### config.mk
export PLATFORM = sky130hd
export DESIGN_NAME = vti_csr
export DESIGN_NICKNAME = d
export VERILOG_FILES = /design/src/design/vti_pkg.sv /design/src/design/vti_csr.sv /design/src/design/vti_sync.sv
export SDC_FILE = /design/constraint.sdc
export NUM_CORES = 1
export LEC_CHECK = 0
export ABC_AREA = 1
export BUFFER_PORTS_ARGS = -buffer_cell sky130_fd_sc_hd__clkbuf_2
export CORE_ASPECT_RATIO = 1.5
export CORE_UTILIZATION = 49
export DETAILED_ROUTE_END_ITERATION = 16
export PLACE_DENSITY = 0.77
export RECOVER_POWER = 25
export SETUP_SLACK_MARGIN = 0.4
export SLEW_MARGIN = 10
export SYNTH_ARGS = -nofsm -noshare
export SYNTH_HDL_FRONTEND = slang
export SYNTH_SLANG_ARGS = --single-unit
### constraint.sdc
create_clock -name pclk -period 1.2 [get_ports pclk]
set_input_delay 0.24 -clock pclk [delete_from_list [all_inputs] [get_ports pclk]]
set_output_delay 0.24 -clock pclk [all_outputs]
set_load 0.03 [all_outputs]
### src/design/vti_pkg.sv
/*
 * constants and carrier types for the video timing and interrupt register bank.
 * assumes a 32-bit apb slave with word-aligned registers, byte address = 4 * index.
 */
`default_nettype none
package vti_pkg;
   // register indices; byte address is four times the index
   localparam logic [7:0] VTI_IDX_MODE = 8'h18;
   localparam logic [7:0] VTI_IDX_VSW_LO = 8'h30;
   localparam logic [7:0] VTI_IDX_VSW_HI = 8'h31;
   localparam logic [7:0] VTI_IDX_HBP = 8'h34;
   localparam logic [7:0] VTI_IDX_VBP = 8'h36;
   localparam logic [7:0] VTI_IDX_HFP = 8'h38;
   localparam logic [7:0] VTI_IDX_VFP = 8'h3a;
   localparam logic [7:0] VTI_IDX_PAT = 8'h3c;
   localparam logic [7:0] VTI_IDX_IRQ_CTL = 8'he0;
   localparam logic [7:0] VTI_IDX_IRQ_MASK = 8'he1;
   localparam logic [7:0] VTI_IDX_IRQ_STAT = 8'he5;
   localparam int VTI_ADDR_W = 10;

   // writable bits of each register
   localparam logic [7:0] VTI_MODE_BITS = 8'h10;
   localparam logic [7:0] VTI_VSW_HI_BITS = 8'h03;
   localparam logic [7:0] VTI_PAT_BITS = 8'h10;
   localparam logic [7:0] VTI_IRQ_CTL_BITS = 8'h01;
   localparam logic [7:0] VTI_IRQ_SRC_BITS = 8'hfd;

   // field positions
   localparam int VTI_SINGLE_CH_POS = 4;
   localparam int VTI_PAT_ON_POS = 4;
   localparam int VTI_IRQ_EN_POS = 0;
   localparam int VTI_PLL_POS = 0;
   localparam int VTI_ERR_LSB = 2;

   // reset values
   localparam logic [7:0] VTI_TIMING_RST = 8'h00;
   localparam logic [7:0] VTI_MODE_RST = 8'h00;
   localparam logic [7:0] VTI_PAT_RST = 8'h00;
   localparam logic [7:0] VTI_IRQ_CTL_RST = 8'h00;
   localparam logic [7:0] VTI_IRQ_MASK_RST = 8'h00;
   localparam logic [7:0] VTI_IRQ_STAT_RST = 8'h01;

   typedef struct packed {
      logic [9:0] vsync_width;
      logic [7:0] horiz_back_porch;
      logic [7:0] vert_back_porch;
      logic [7:0] horiz_front_porch;
      logic [7:0] vert_front_porch;
      logic pattern_generator_on;
      logic apply_channel_a;
      logic apply_channel_b;
   } vti_timing_t;
endpackage
`default_nettype wire

### src/design/vti_csr.sv
/*
 * apb register bank for output video timing fields and the error interrupt pin.
 * assumes error events and pll lock arrive asynchronously from the packet
 * processor and pll; the timing/pattern logic downstream reads the struct.
 */
// Implementation choice: the APB slave port.
`default_nettype none
//////////////////////////////////////////////////////////////////////////////
// Summary of operation
// - vsync width is ten bits, low and high registers
// - single mode feeds channel a, dual feeds both
// - horizontal back porch from eight-bit register
// - vertical back porch used for test pattern
// - horizontal front porch used for test pattern
// - vertical front porch used for test pattern
// - pattern bit makes internal test pattern output
// - interrupt pin undriven while output enable clear
// - pin high when enabled flag also unmasked
// - mask bits 7,6,5 gate sync, checksum, uncorrectable
// - mask bits 4,3 gate corrected, protocol errors
// - errors set flags, write one clears them
// - mask bits 2,0 gate leader, pll unlock
//////////////////////////////////////////////////////////////////////////////
module vti_csr
   import vti_pkg::*;
(
   // clock, reset, enable
   input wire logic pclk,
   input wire logic presetn,
   input wire logic pce,
   // apb slave
   input wire logic psel,
   input wire logic penable,
   input wire logic pwrite,
   input wire logic [VTI_ADDR_W-1:0] paddr,
   input wire logic [31:0] pwdata,
   output logic [31:0] prdata,
   output logic pready,
   output logic pslverr,
   // error events: sync, checksum, uncorrectable, corrected, protocol, leader
   input wire logic [5:0] err_event,
   input wire logic pll_locked,
   // timing fields to the output stage
   output vti_timing_t timing,
   // interrupt pin
   output logic irq_out,
   output logic irq_oe_n
);
   typedef enum {
      VTI_IDLE,
      VTI_ACK
   } vti_bus_state_t;

   // flag set when an aligned word address indexes a mapped register
   function automatic logic vti_mapped(input logic [VTI_ADDR_W-1:0] a);
      logic [7:0] i;
      i = a[9:2];
      return (a[1:0] == 2'h0) && (i == VTI_IDX_MODE || i == VTI_IDX_VSW_LO ||
         i == VTI_IDX_VSW_HI || i == VTI_IDX_HBP || i == VTI_IDX_VBP ||
         i == VTI_IDX_HFP || i == VTI_IDX_VFP || i == VTI_IDX_PAT ||
         i == VTI_IDX_IRQ_CTL || i == VTI_IDX_IRQ_MASK || i == VTI_IDX_IRQ_STAT);
   endfunction

   //////////////////////////////////////////////////////////////////////////
   // synchronised event inputs
   logic [6:0] ev_sync;
   vti_sync #(.WIDTH(7)) u_sync (
      .pclk(pclk),
      .presetn(presetn),
      .pce(pce),
      .async_in({err_event, pll_locked}),
      .sync_out(ev_sync)
   );

   logic lock_prev_reg;
   logic lock_prev_next;
   logic [7:0] set_vec;

   always_comb begin
      lock_prev_next = pce ? ev_sync[0] : lock_prev_reg;
      set_vec = '0;
      set_vec[7:VTI_ERR_LSB] = ev_sync[6:1];
      set_vec[VTI_PLL_POS] = lock_prev_reg & ~ev_sync[0];
   end

   always_ff @(posedge pclk or negedge presetn) begin
      if (!presetn) begin
         lock_prev_reg <= 1'b0;
      end else begin
         lock_prev_reg <= lock_prev_next;
      end
   end

   //////////////////////////////////////////////////////////////////////////
   // apb handshake: one wait state; read data latched as pready rises, write applied at the edge leaving ack
   vti_bus_state_t bus_reg;
   vti_bus_state_t bus_next;
   logic pready_next;
   logic pslverr_next;
   logic [31:0] prdata_next;
   logic do_write;
   logic [7:0] idx;

   assign idx = paddr[9:2];
   assign do_write = pce && (bus_reg == VTI_ACK) && psel && penable && pwrite &&
      vti_mapped(paddr);

   // register storage
   logic [7:0] mode_reg;
   logic [7:0] vsw_lo_reg;
   logic [7:0] vsw_hi_reg;
   logic [7:0] hbp_reg;
   logic [7:0] vbp_reg;
   logic [7:0] hfp_reg;
   logic [7:0] vfp_reg;
   logic [7:0] pat_reg;
   logic [7:0] irq_ctl_reg;
   logic [7:0] irq_mask_reg;
   logic [7:0] irq_stat_reg;
   logic [7:0] mode_next;
   logic [7:0] vsw_lo_next;
   logic [7:0] vsw_hi_next;
   logic [7:0] hbp_next;
   logic [7:0] vbp_next;
   logic [7:0] hfp_next;
   logic [7:0] vfp_next;
   logic [7:0] pat_next;
   logic [7:0] irq_ctl_next;
   logic [7:0] irq_mask_next;
   logic [7:0] irq_stat_next;
   logic [7:0] rd_byte;

   always_comb begin
      case (idx)
         VTI_IDX_MODE: rd_byte = mode_reg;
         VTI_IDX_VSW_LO: rd_byte = vsw_lo_reg;
         VTI_IDX_VSW_HI: rd_byte = vsw_hi_reg;
         VTI_IDX_HBP: rd_byte = hbp_reg;
         VTI_IDX_VBP: rd_byte = vbp_reg;
         VTI_IDX_HFP: rd_byte = hfp_reg;
         VTI_IDX_VFP: rd_byte = vfp_reg;
         VTI_IDX_PAT: rd_byte = pat_reg;
         VTI_IDX_IRQ_CTL: rd_byte = irq_ctl_reg;
         VTI_IDX_IRQ_MASK: rd_byte = irq_mask_reg;
         VTI_IDX_IRQ_STAT: rd_byte = irq_stat_reg;
         default: rd_byte = 8'h00;
      endcase
   end

   always_comb begin
      bus_next = bus_reg;
      pready_next = 1'b0;
      pslverr_next = 1'b0;
      prdata_next = prdata;
      if (pce) begin
         case (bus_reg)
            VTI_IDLE: begin
               if (psel && penable) begin
                  bus_next = VTI_ACK;
                  pready_next = 1'b1;
                  pslverr_next = ~vti_mapped(paddr);
                  prdata_next = {24'h000000, vti_mapped(paddr) ? rd_byte : 8'h00};
               end
            end
            VTI_ACK: begin
               bus_next = VTI_IDLE;
            end
            default: begin
               bus_next = VTI_IDLE;
            end
         endcase
      end else begin
         pready_next = pready;
         pslverr_next = pslverr;
      end
   end

   always_ff @(posedge pclk or negedge presetn) begin
      if (!presetn) begin
         bus_reg <= VTI_IDLE;
         pready <= 1'b0;
         pslverr <= 1'b0;
         prdata <= 32'h00000000;
      end else begin
         bus_reg <= bus_next;
         pready <= pready_next;
         pslverr <= pslverr_next;
         prdata <= prdata_next;
      end
   end

   //////////////////////////////////////////////////////////////////////////
   // register updates; unused bits are masked off on write
   function automatic logic [7:0] vti_upd(input logic [7:0] cur, input logic hit,
      input logic [7:0] wd, input logic [7:0] bits);
      return hit ? (wd & bits) : cur;
   endfunction

   logic [7:0] wd;
   logic [7:0] clr_vec;
   assign wd = pwdata[7:0];

   always_comb begin
      mode_next = vti_upd(mode_reg, do_write && idx == VTI_IDX_MODE, wd, VTI_MODE_BITS);
      vsw_lo_next = vti_upd(vsw_lo_reg, do_write && idx == VTI_IDX_VSW_LO, wd, 8'hff);
      vsw_hi_next = vti_upd(vsw_hi_reg, do_write && idx == VTI_IDX_VSW_HI, wd,
         VTI_VSW_HI_BITS);
      hbp_next = vti_upd(hbp_reg, do_write && idx == VTI_IDX_HBP, wd, 8'hff);
      vbp_next = vti_upd(vbp_reg, do_write && idx == VTI_IDX_VBP, wd, 8'hff);
      hfp_next = vti_upd(hfp_reg, do_write && idx == VTI_IDX_HFP, wd, 8'hff);
      vfp_next = vti_upd(vfp_reg, do_write && idx == VTI_IDX_VFP, wd, 8'hff);
      pat_next = vti_upd(pat_reg, do_write && idx == VTI_IDX_PAT, wd, VTI_PAT_BITS);
      irq_ctl_next = vti_upd(irq_ctl_reg, do_write && idx == VTI_IDX_IRQ_CTL, wd,
         VTI_IRQ_CTL_BITS);
      irq_mask_next = vti_upd(irq_mask_reg, do_write && idx == VTI_IDX_IRQ_MASK, wd,
         VTI_IRQ_SRC_BITS);
      clr_vec = (do_write && idx == VTI_IDX_IRQ_STAT) ? wd : 8'h00;
      // a new event in the clearing cycle survives: set beats clear
      irq_stat_next = pce ? (((irq_stat_reg & ~clr_vec) | set_vec) & VTI_IRQ_SRC_BITS)
         : irq_stat_reg;
   end

   always_ff @(posedge pclk or negedge presetn) begin
      if (!presetn) begin
         mode_reg <= VTI_MODE_RST;
         vsw_lo_reg <= VTI_TIMING_RST;
         vsw_hi_reg <= VTI_TIMING_RST;
         hbp_reg <= VTI_TIMING_RST;
         vbp_reg <= VTI_TIMING_RST;
         hfp_reg <= VTI_TIMING_RST;
         vfp_reg <= VTI_TIMING_RST;
         pat_reg <= VTI_PAT_RST;
         irq_ctl_reg <= VTI_IRQ_CTL_RST;
         irq_mask_reg <= VTI_IRQ_MASK_RST;
         irq_stat_reg <= VTI_IRQ_STAT_RST;
      end else begin
         mode_reg <= mode_next;
         vsw_lo_reg <= vsw_lo_next;
         vsw_hi_reg <= vsw_hi_next;
         hbp_reg <= hbp_next;
         vbp_reg <= vbp_next;
         hfp_reg <= hfp_next;
         vfp_reg <= vfp_next;
         pat_reg <= pat_next;
         irq_ctl_reg <= irq_ctl_next;
         irq_mask_reg <= irq_mask_next;
         irq_stat_reg <= irq_stat_next;
      end
   end

   //////////////////////////////////////////////////////////////////////////
   // outputs, registered one cycle after the source registers
   vti_timing_t timing_next;
   logic irq_out_next;
   logic irq_oe_n_next;

   always_comb begin
      timing_next = timing;
      irq_out_next = irq_out;
      irq_oe_n_next = irq_oe_n;
      if (pce) begin
         timing_next.vsync_width = {vsw_hi_reg[1:0], vsw_lo_reg};
         timing_next.horiz_back_porch = hbp_reg;
         timing_next.vert_back_porch = vbp_reg;
         timing_next.horiz_front_porch = hfp_reg;
         timing_next.vert_front_porch = vfp_reg;
         timing_next.pattern_generator_on = pat_reg[VTI_PAT_ON_POS];
         timing_next.apply_channel_a = 1'b1;
         timing_next.apply_channel_b = ~mode_reg[VTI_SINGLE_CH_POS];
         // level, held while enabled and any unmasked flag stays set
         irq_out_next = irq_ctl_reg[VTI_IRQ_EN_POS] &
            (|(irq_stat_reg & irq_mask_reg));
         irq_oe_n_next = ~irq_ctl_reg[VTI_IRQ_EN_POS];
      end
   end

   always_ff @(posedge pclk or negedge presetn) begin
      if (!presetn) begin
         timing <= '0;
         irq_out <= 1'b0;
         irq_oe_n <= 1'b1;
      end else begin
         timing <= timing_next;
         irq_out <= irq_out_next;
         irq_oe_n <= irq_oe_n_next;
      end
   end
endmodule
`default_nettype wire

### src/design/vti_sync.sv
/*
 * two-stage synchroniser for a vector of asynchronous levels.
 * assumes each bit is an independent level; no bus coherency is given.
 */
`default_nettype none
module vti_sync #(
   parameter int WIDTH = 1
) (
   // clock and reset
   input wire logic pclk,
   input wire logic presetn,
   input wire logic pce,
   // levels
   input wire logic [WIDTH-1:0] async_in,
   output logic [WIDTH-1:0] sync_out
);
   logic [WIDTH-1:0] meta_reg;
   logic [WIDTH-1:0] meta_next;
   logic [WIDTH-1:0] sync_reg;
   logic [WIDTH-1:0] sync_next;

   always_comb begin
      meta_next = pce ? async_in : meta_reg;
      sync_next = pce ? meta_reg : sync_reg;
   end

   always_ff @(posedge pclk or negedge presetn) begin
      if (!presetn) begin
         meta_reg <= '0;
         sync_reg <= '0;
      end else begin
         meta_reg <= meta_next;
         sync_reg <= sync_next;
      end
   end

   assign sync_out = sync_reg;
endmodule
`default_nettype wire

==> impl_metrics.xml <==
<?xml version="1.0" encoding="UTF-8"?>
<metrics>
  <group name="die">
    <metric name="initial_core_util" unit="">0.504</metric>
    <metric name="dieHeight" unit="µm">135</metric>
    <metric name="standard_cell_rows" unit="">48</metric>
    <metric name="dieArea" unit="µm²">12300</metric>
    <metric name="floorplan.die.width" unit="µm">90.9</metric>
    <metric name="placeableCoreArea" unit="µm²">11500</metric>
    <metric name="floorplan.io_pins" unit="">136</metric>
  </group>
  <group name="sta">
    <metric name="whs" unit="ns">-0.156</metric>
    <metric name="finalMaxSlewViolations" unit="">0</metric>
    <metric name="setup_repair_after_global_routing_missed_its_margin" unit="">true</metric>
    <metric name="final-setup-viol-count" unit="">116</metric>
    <metric name="post-route-min-period" unit="ns">1.51</metric>
    <metric name="finClkSkew" unit="ns">0.00980</metric>
    <metric name="min_period_over_period" unit="">1.25</metric>
    <metric name="hold_viol_final" unit="">15</metric>
    <metric name="finalSetupTns" unit="ns">-15.09</metric>
    <metric name="timing.slew.headroom" unit="">0.556</metric>
    <metric name="worst_pin_slew" unit="ns">0.666</metric>
    <metric name="setup_ws" unit="ns">-0.305</metric>
    <metric name="fmax" unit="GHz">0.664</metric>
  </group>
  <group name="routing">
    <metric name="drt_first_pass_iters" unit="">5</metric>
    <metric name="ant_nets" unit="">0</metric>
    <metric name="routedWlPerCell" unit="µm">17.9</metric>
    <metric name="topRoutingLayerUsed" unit="">met4</metric>
    <metric name="route.detailed.vias_per_inst" unit="">5.39</metric>
    <metric name="detail_route.wirelength" unit="mm">18.4</metric>
    <metric name="num_vias" unit="">5528</metric>
    <metric name="remaining_drc_errors" unit="">0</metric>
    <metric name="met3_length" unit="mm">1.04</metric>
    <metric name="wl_met1" unit="mm">6.22</metric>
    <metric name="count_of_routing_violations_after_the_opening_detailed_route_iteration" unit="">408</metric>
    <metric name="met2WireLength" unit="mm">9.96</metric>
  </group>
  <group name="global_routing">
    <metric name="grt_max_degree" unit="">61</metric>
    <metric name="gr-total-overflow" unit="">0</metric>
    <metric name="first_global_vias" unit="">5291</metric>
    <metric name="grt_first_pass_wirelength" unit="mm">26.2</metric>
    <metric name="grt_antenna_before_repair" unit="">0</metric>
    <metric name="groute.usage.overall" unit="">0.284</metric>
  </group>
  <group name="placed_design">
    <metric name="placement.io_buffers" unit="">87</metric>
    <metric name="globalplace.congestion" unit="">0.914</metric>
    <metric name="hpwl" unit="mm">11.1</metric>
    <metric name="placed_cell_area" unit="µm²">6810</metric>
  </group>
  <group name="worst_setup_path">
    <metric name="timing.critical_path.from_type" unit="">flop</metric>
    <metric name="worst_path_largest_cell_delay" unit="ns">0.36</metric>
    <metric name="cp.arrival" unit="ns">1.85</metric>
    <metric name="crit_path_top_delay_cell" unit="">sky130_fd_sc_hd__dfrtp_1</metric>
    <metric name="cp_max_fo" unit="">10</metric>
    <metric name="critical_path.cell_chain" unit="">nand2_1 &gt; nor2_2 &gt; buf_6 &gt; nand3_4 &gt; buf_12 &gt; nor2_4 &gt; buf_12 &gt; nand2_1 &gt; o21ai_1</metric>
    <metric name="required" unit="ns">1.55</metric>
    <metric name="setup.worst_path.class" unit="">flop to flop</metric>
    <metric name="end_kind" unit="">flop</metric>
  </group>
  <group name="yosys">
    <metric name="postSynthAreaPerCell" unit="µm²">8.65</metric>
    <metric name="yosysTopAreaCellShare" unit="">0.560</metric>
    <metric name="synth-seq-cells" unit="">132</metric>
    <metric name="netlist-cell-type-count" unit="">32</metric>
    <metric name="seq_area_frac_synth" unit="">0.569</metric>
    <metric name="mappedNetlistArea" unit="µm²">5810</metric>
    <metric name="synthDominantAreaCellType" unit="">sky130_fd_sc_hd__dfrtp_1</metric>
    <metric name="synth_top_cells_by_area" unit="">sky130_fd_sc_hd__dfrtp_1 (56%), sky130_fd_sc_hd__nand2_1 (14%), sky130_fd_sc_hd__o21ai_0 (7.7%)</metric>
    <metric name="synth_warnings" unit="">0</metric>
    <metric name="cells_after_synth" unit="">671</metric>
  </group>
  <group name="power_and_ir_drop">
    <metric name="leakage" unit="nW">4.52</metric>
    <metric name="p_per_area" unit="nW/µm²">1310</metric>
    <metric name="vdd_drop_max" unit="mV">1.04</metric>
  </group>
  <group name="final_layout">
    <metric name="share_of_cells_above_drive_strength_1" unit="">0.368</metric>
    <metric name="area_growth_syn_to_layout" unit="%">51.0</metric>
    <metric name="largest-register" unit="">timing</metric>
    <metric name="layout.cell_area.non_filler" unit="µm²">8770</metric>
    <metric name="final_design_utilization" unit="">0.761</metric>
    <metric name="largest_register_ffs" unit="">45</metric>
    <metric name="nNetsFinal" unit="">917</metric>
    <metric name="n_antenna_cell" unit="">0</metric>
  </group>
  <group name="clock_network">
    <metric name="cts_tree" unit="">done</metric>
    <metric name="cts.root.buffer_cell" unit="">sky130_fd_sc_hd__clkbuf_16</metric>
    <metric name="clock_path_buffers" unit="">2</metric>
    <metric name="clk_pin_slew_worst_setup_hold_paths" unit="ns">0.06</metric>
    <metric name="cts_sinks" unit="">132</metric>
    <metric name="clkLatencyLatePin" unit="ns">0.42</metric>
    <metric name="ctsHtreeMaxLevel" unit="">4</metric>
    <metric name="total_cts_buffers" unit="">17</metric>
  </group>
  <group name="run">
    <metric name="cap_viol_max_count" unit="">0</metric>
  </group>
  <group name="worst_hold_path">
    <metric name="hold_wc_path_type" unit="">input pin to asynchronous set/reset pin</metric>
  </group>
  <group name="run_status">
    <metric name="violated_checks" unit="">negative hold slack, negative setup slack</metric>
    <metric name="outcome" unit="">finished with violations</metric>
  </group>
</metrics>
-- what timing repair did --
item / in CTS / in global routing
pin swaps: 16 / 10
setup buffers: 31 / 22
cloned: 0 / 2
gates resized for setup: 164 / 128
endpoints found under the setup margin: 151 / 154
hold endpoints to repair: 15 / 15
-- report_power, final --
part           internal, mW  total [mW]  switching, mW
combinational         0.578        1.39          0.809
clock                  3.38        5.35           1.97
sequential             4.61        4.74          0.129
-- stage by stage --
step / cells / setup WS (ns) / total power, mW / hold slack, ns
floorplan: 694 / -0.425 / 5.42 / -0.0556
global placement: 938 / -0.713 / 5.71 / 0.185
detailed placement: 938 / -0.787 / 5.74 / 0.184
CTS: 1001 / -0.225 / 11.3 / -0.259
global route: 1025 / -0.330 / 11.8 / -0.131
finish: 1025 / -0.305 / 11.5 / -0.156
-- final cells by class --
cell class | count | area (µm²)
flip-flops and latches | 132 | 3310
fillers | 741 | 2760
multi-input cells | 438 | 2320
repair buffers | 197 | 2030
clock buffers | 21 | 460
inverters | 76 | 314
well taps | 150 | 188
clock inverters | 11 | 151
-- cells in the mapped netlist (all sizes together) --
master   number
a2111oi       1
nand2       228
nor2         36
clkbuf       16
buf          32
conb          1
a22o          1
nor3          5
o22ai        25
o21ai       100
dfrtp       130
or2           1
o31ai         1
inv          76
o21a          1
o21bai        7
a21oi         3
nand3         4
dfstp         2
nand4         1
-- cells in the final DEF (no fill, tap or decap), types with 2 or more instances in the layout --
master                       synthesis  routed
sky130_fd_sc_hd__clkinv_4            0       2
sky130_fd_sc_hd__inv_4               0       2
sky130_fd_sc_hd__inv_1              75      62
sky130_fd_sc_hd__o21bai_1            7       6
sky130_fd_sc_hd__nand3_1             2       2
sky130_fd_sc_hd__dfstp_2             2       2
sky130_fd_sc_hd__o21ai_2             0      13
sky130_fd_sc_hd__buf_12              0       8
sky130_fd_sc_hd__clkbuf_1           16       3
sky130_fd_sc_hd__nand2_1           221     193
sky130_fd_sc_hd__dfrtp_1           130     129
sky130_fd_sc_hd__nand2_4             1       9
sky130_fd_sc_hd__buf_6               2      22
sky130_fd_sc_hd__nor2_1             28      14
sky130_fd_sc_hd__nor2_8              2       2
sky130_fd_sc_hd__nor2_4              5      13
sky130_fd_sc_hd__buf_8               0      57
sky130_fd_sc_hd__conb_1              1      24
sky130_fd_sc_hd__o22ai_1            25      24
sky130_fd_sc_hd__nand2_2             6      25
sky130_fd_sc_hd__inv_2               1      10
sky130_fd_sc_hd__buf_4              25      76
sky130_fd_sc_hd__o21ai_1            11      71
sky130_fd_sc_hd__clkinvlp_4          0       4
sky130_fd_sc_hd__clkbuf_8            0       3
sky130_fd_sc_hd__nor3_1              5       4
sky130_fd_sc_hd__a21oi_1             3       3
sky130_fd_sc_hd__clkbuf_16           0      18
sky130_fd_sc_hd__o21ai_0            89      15
sky130_fd_sc_hd__bufinv_16           0       3
sky130_fd_sc_hd__nor2_2              1       7
sky130_fd_sc_hd__clkbuf_2            0      30
-- kinds of logic (layout without fill, tap and decap cells) --
| logic type | count (synthesis) | after routing | share of synthesized area |
|---|---|---|---|
| and+or+nand+nor | 275 | 275 | 0.200 |
| AOI/OAI and AO/OA | 139 | 139 | 0.130 |
| DFF | 132 | 132 | 0.569 |
| buffers and inverters | 124 | 305 | 0.0998 |
| other | 1 | 24 | 0.000646 |
-- per-layer routing --
metal | vias to the layer above | GRT usage
li1 | 2467 | -
met1 | 2689 | 0.302
met2 | 277 | 0.509
met3 | 95 | 0.0617
met4 | 0 | 0.177
met5 | - | 0
-- worst paths after layout --
kind | startpoint | endpoint | slack, ns | depth (start not counted)
max in group asynchronous | presetn | vsw_lo_reg[5] | 0.32 | 2
setup reg to reg | bus_reg[0] | vsw_lo_reg[5] | -0.31 | 9
min in group pclk | err_event[2] | u_sync.meta_reg[3] | 0.02 | 3
hold / removal | presetn | irq_ctl_reg[0] | -0.16 | 1
setup / recovery | bus_reg[0] | vsw_lo_reg[5] | -0.31 | 9
hold reg to reg | u_sync.meta_reg[0] | u_sync.meta_reg[0] | 0.47 | 2
-- critical path: cells and delay by family, from the launching register on --
kind	cells	cell delay, ns
and+or+nand+nor	5	0.54
AOI/OAI and AO/OA	1	0.08
DFF	1	0.36
buffers and inverters	3	0.43
No activity file was read; power rests on OpenSTA's default activity.
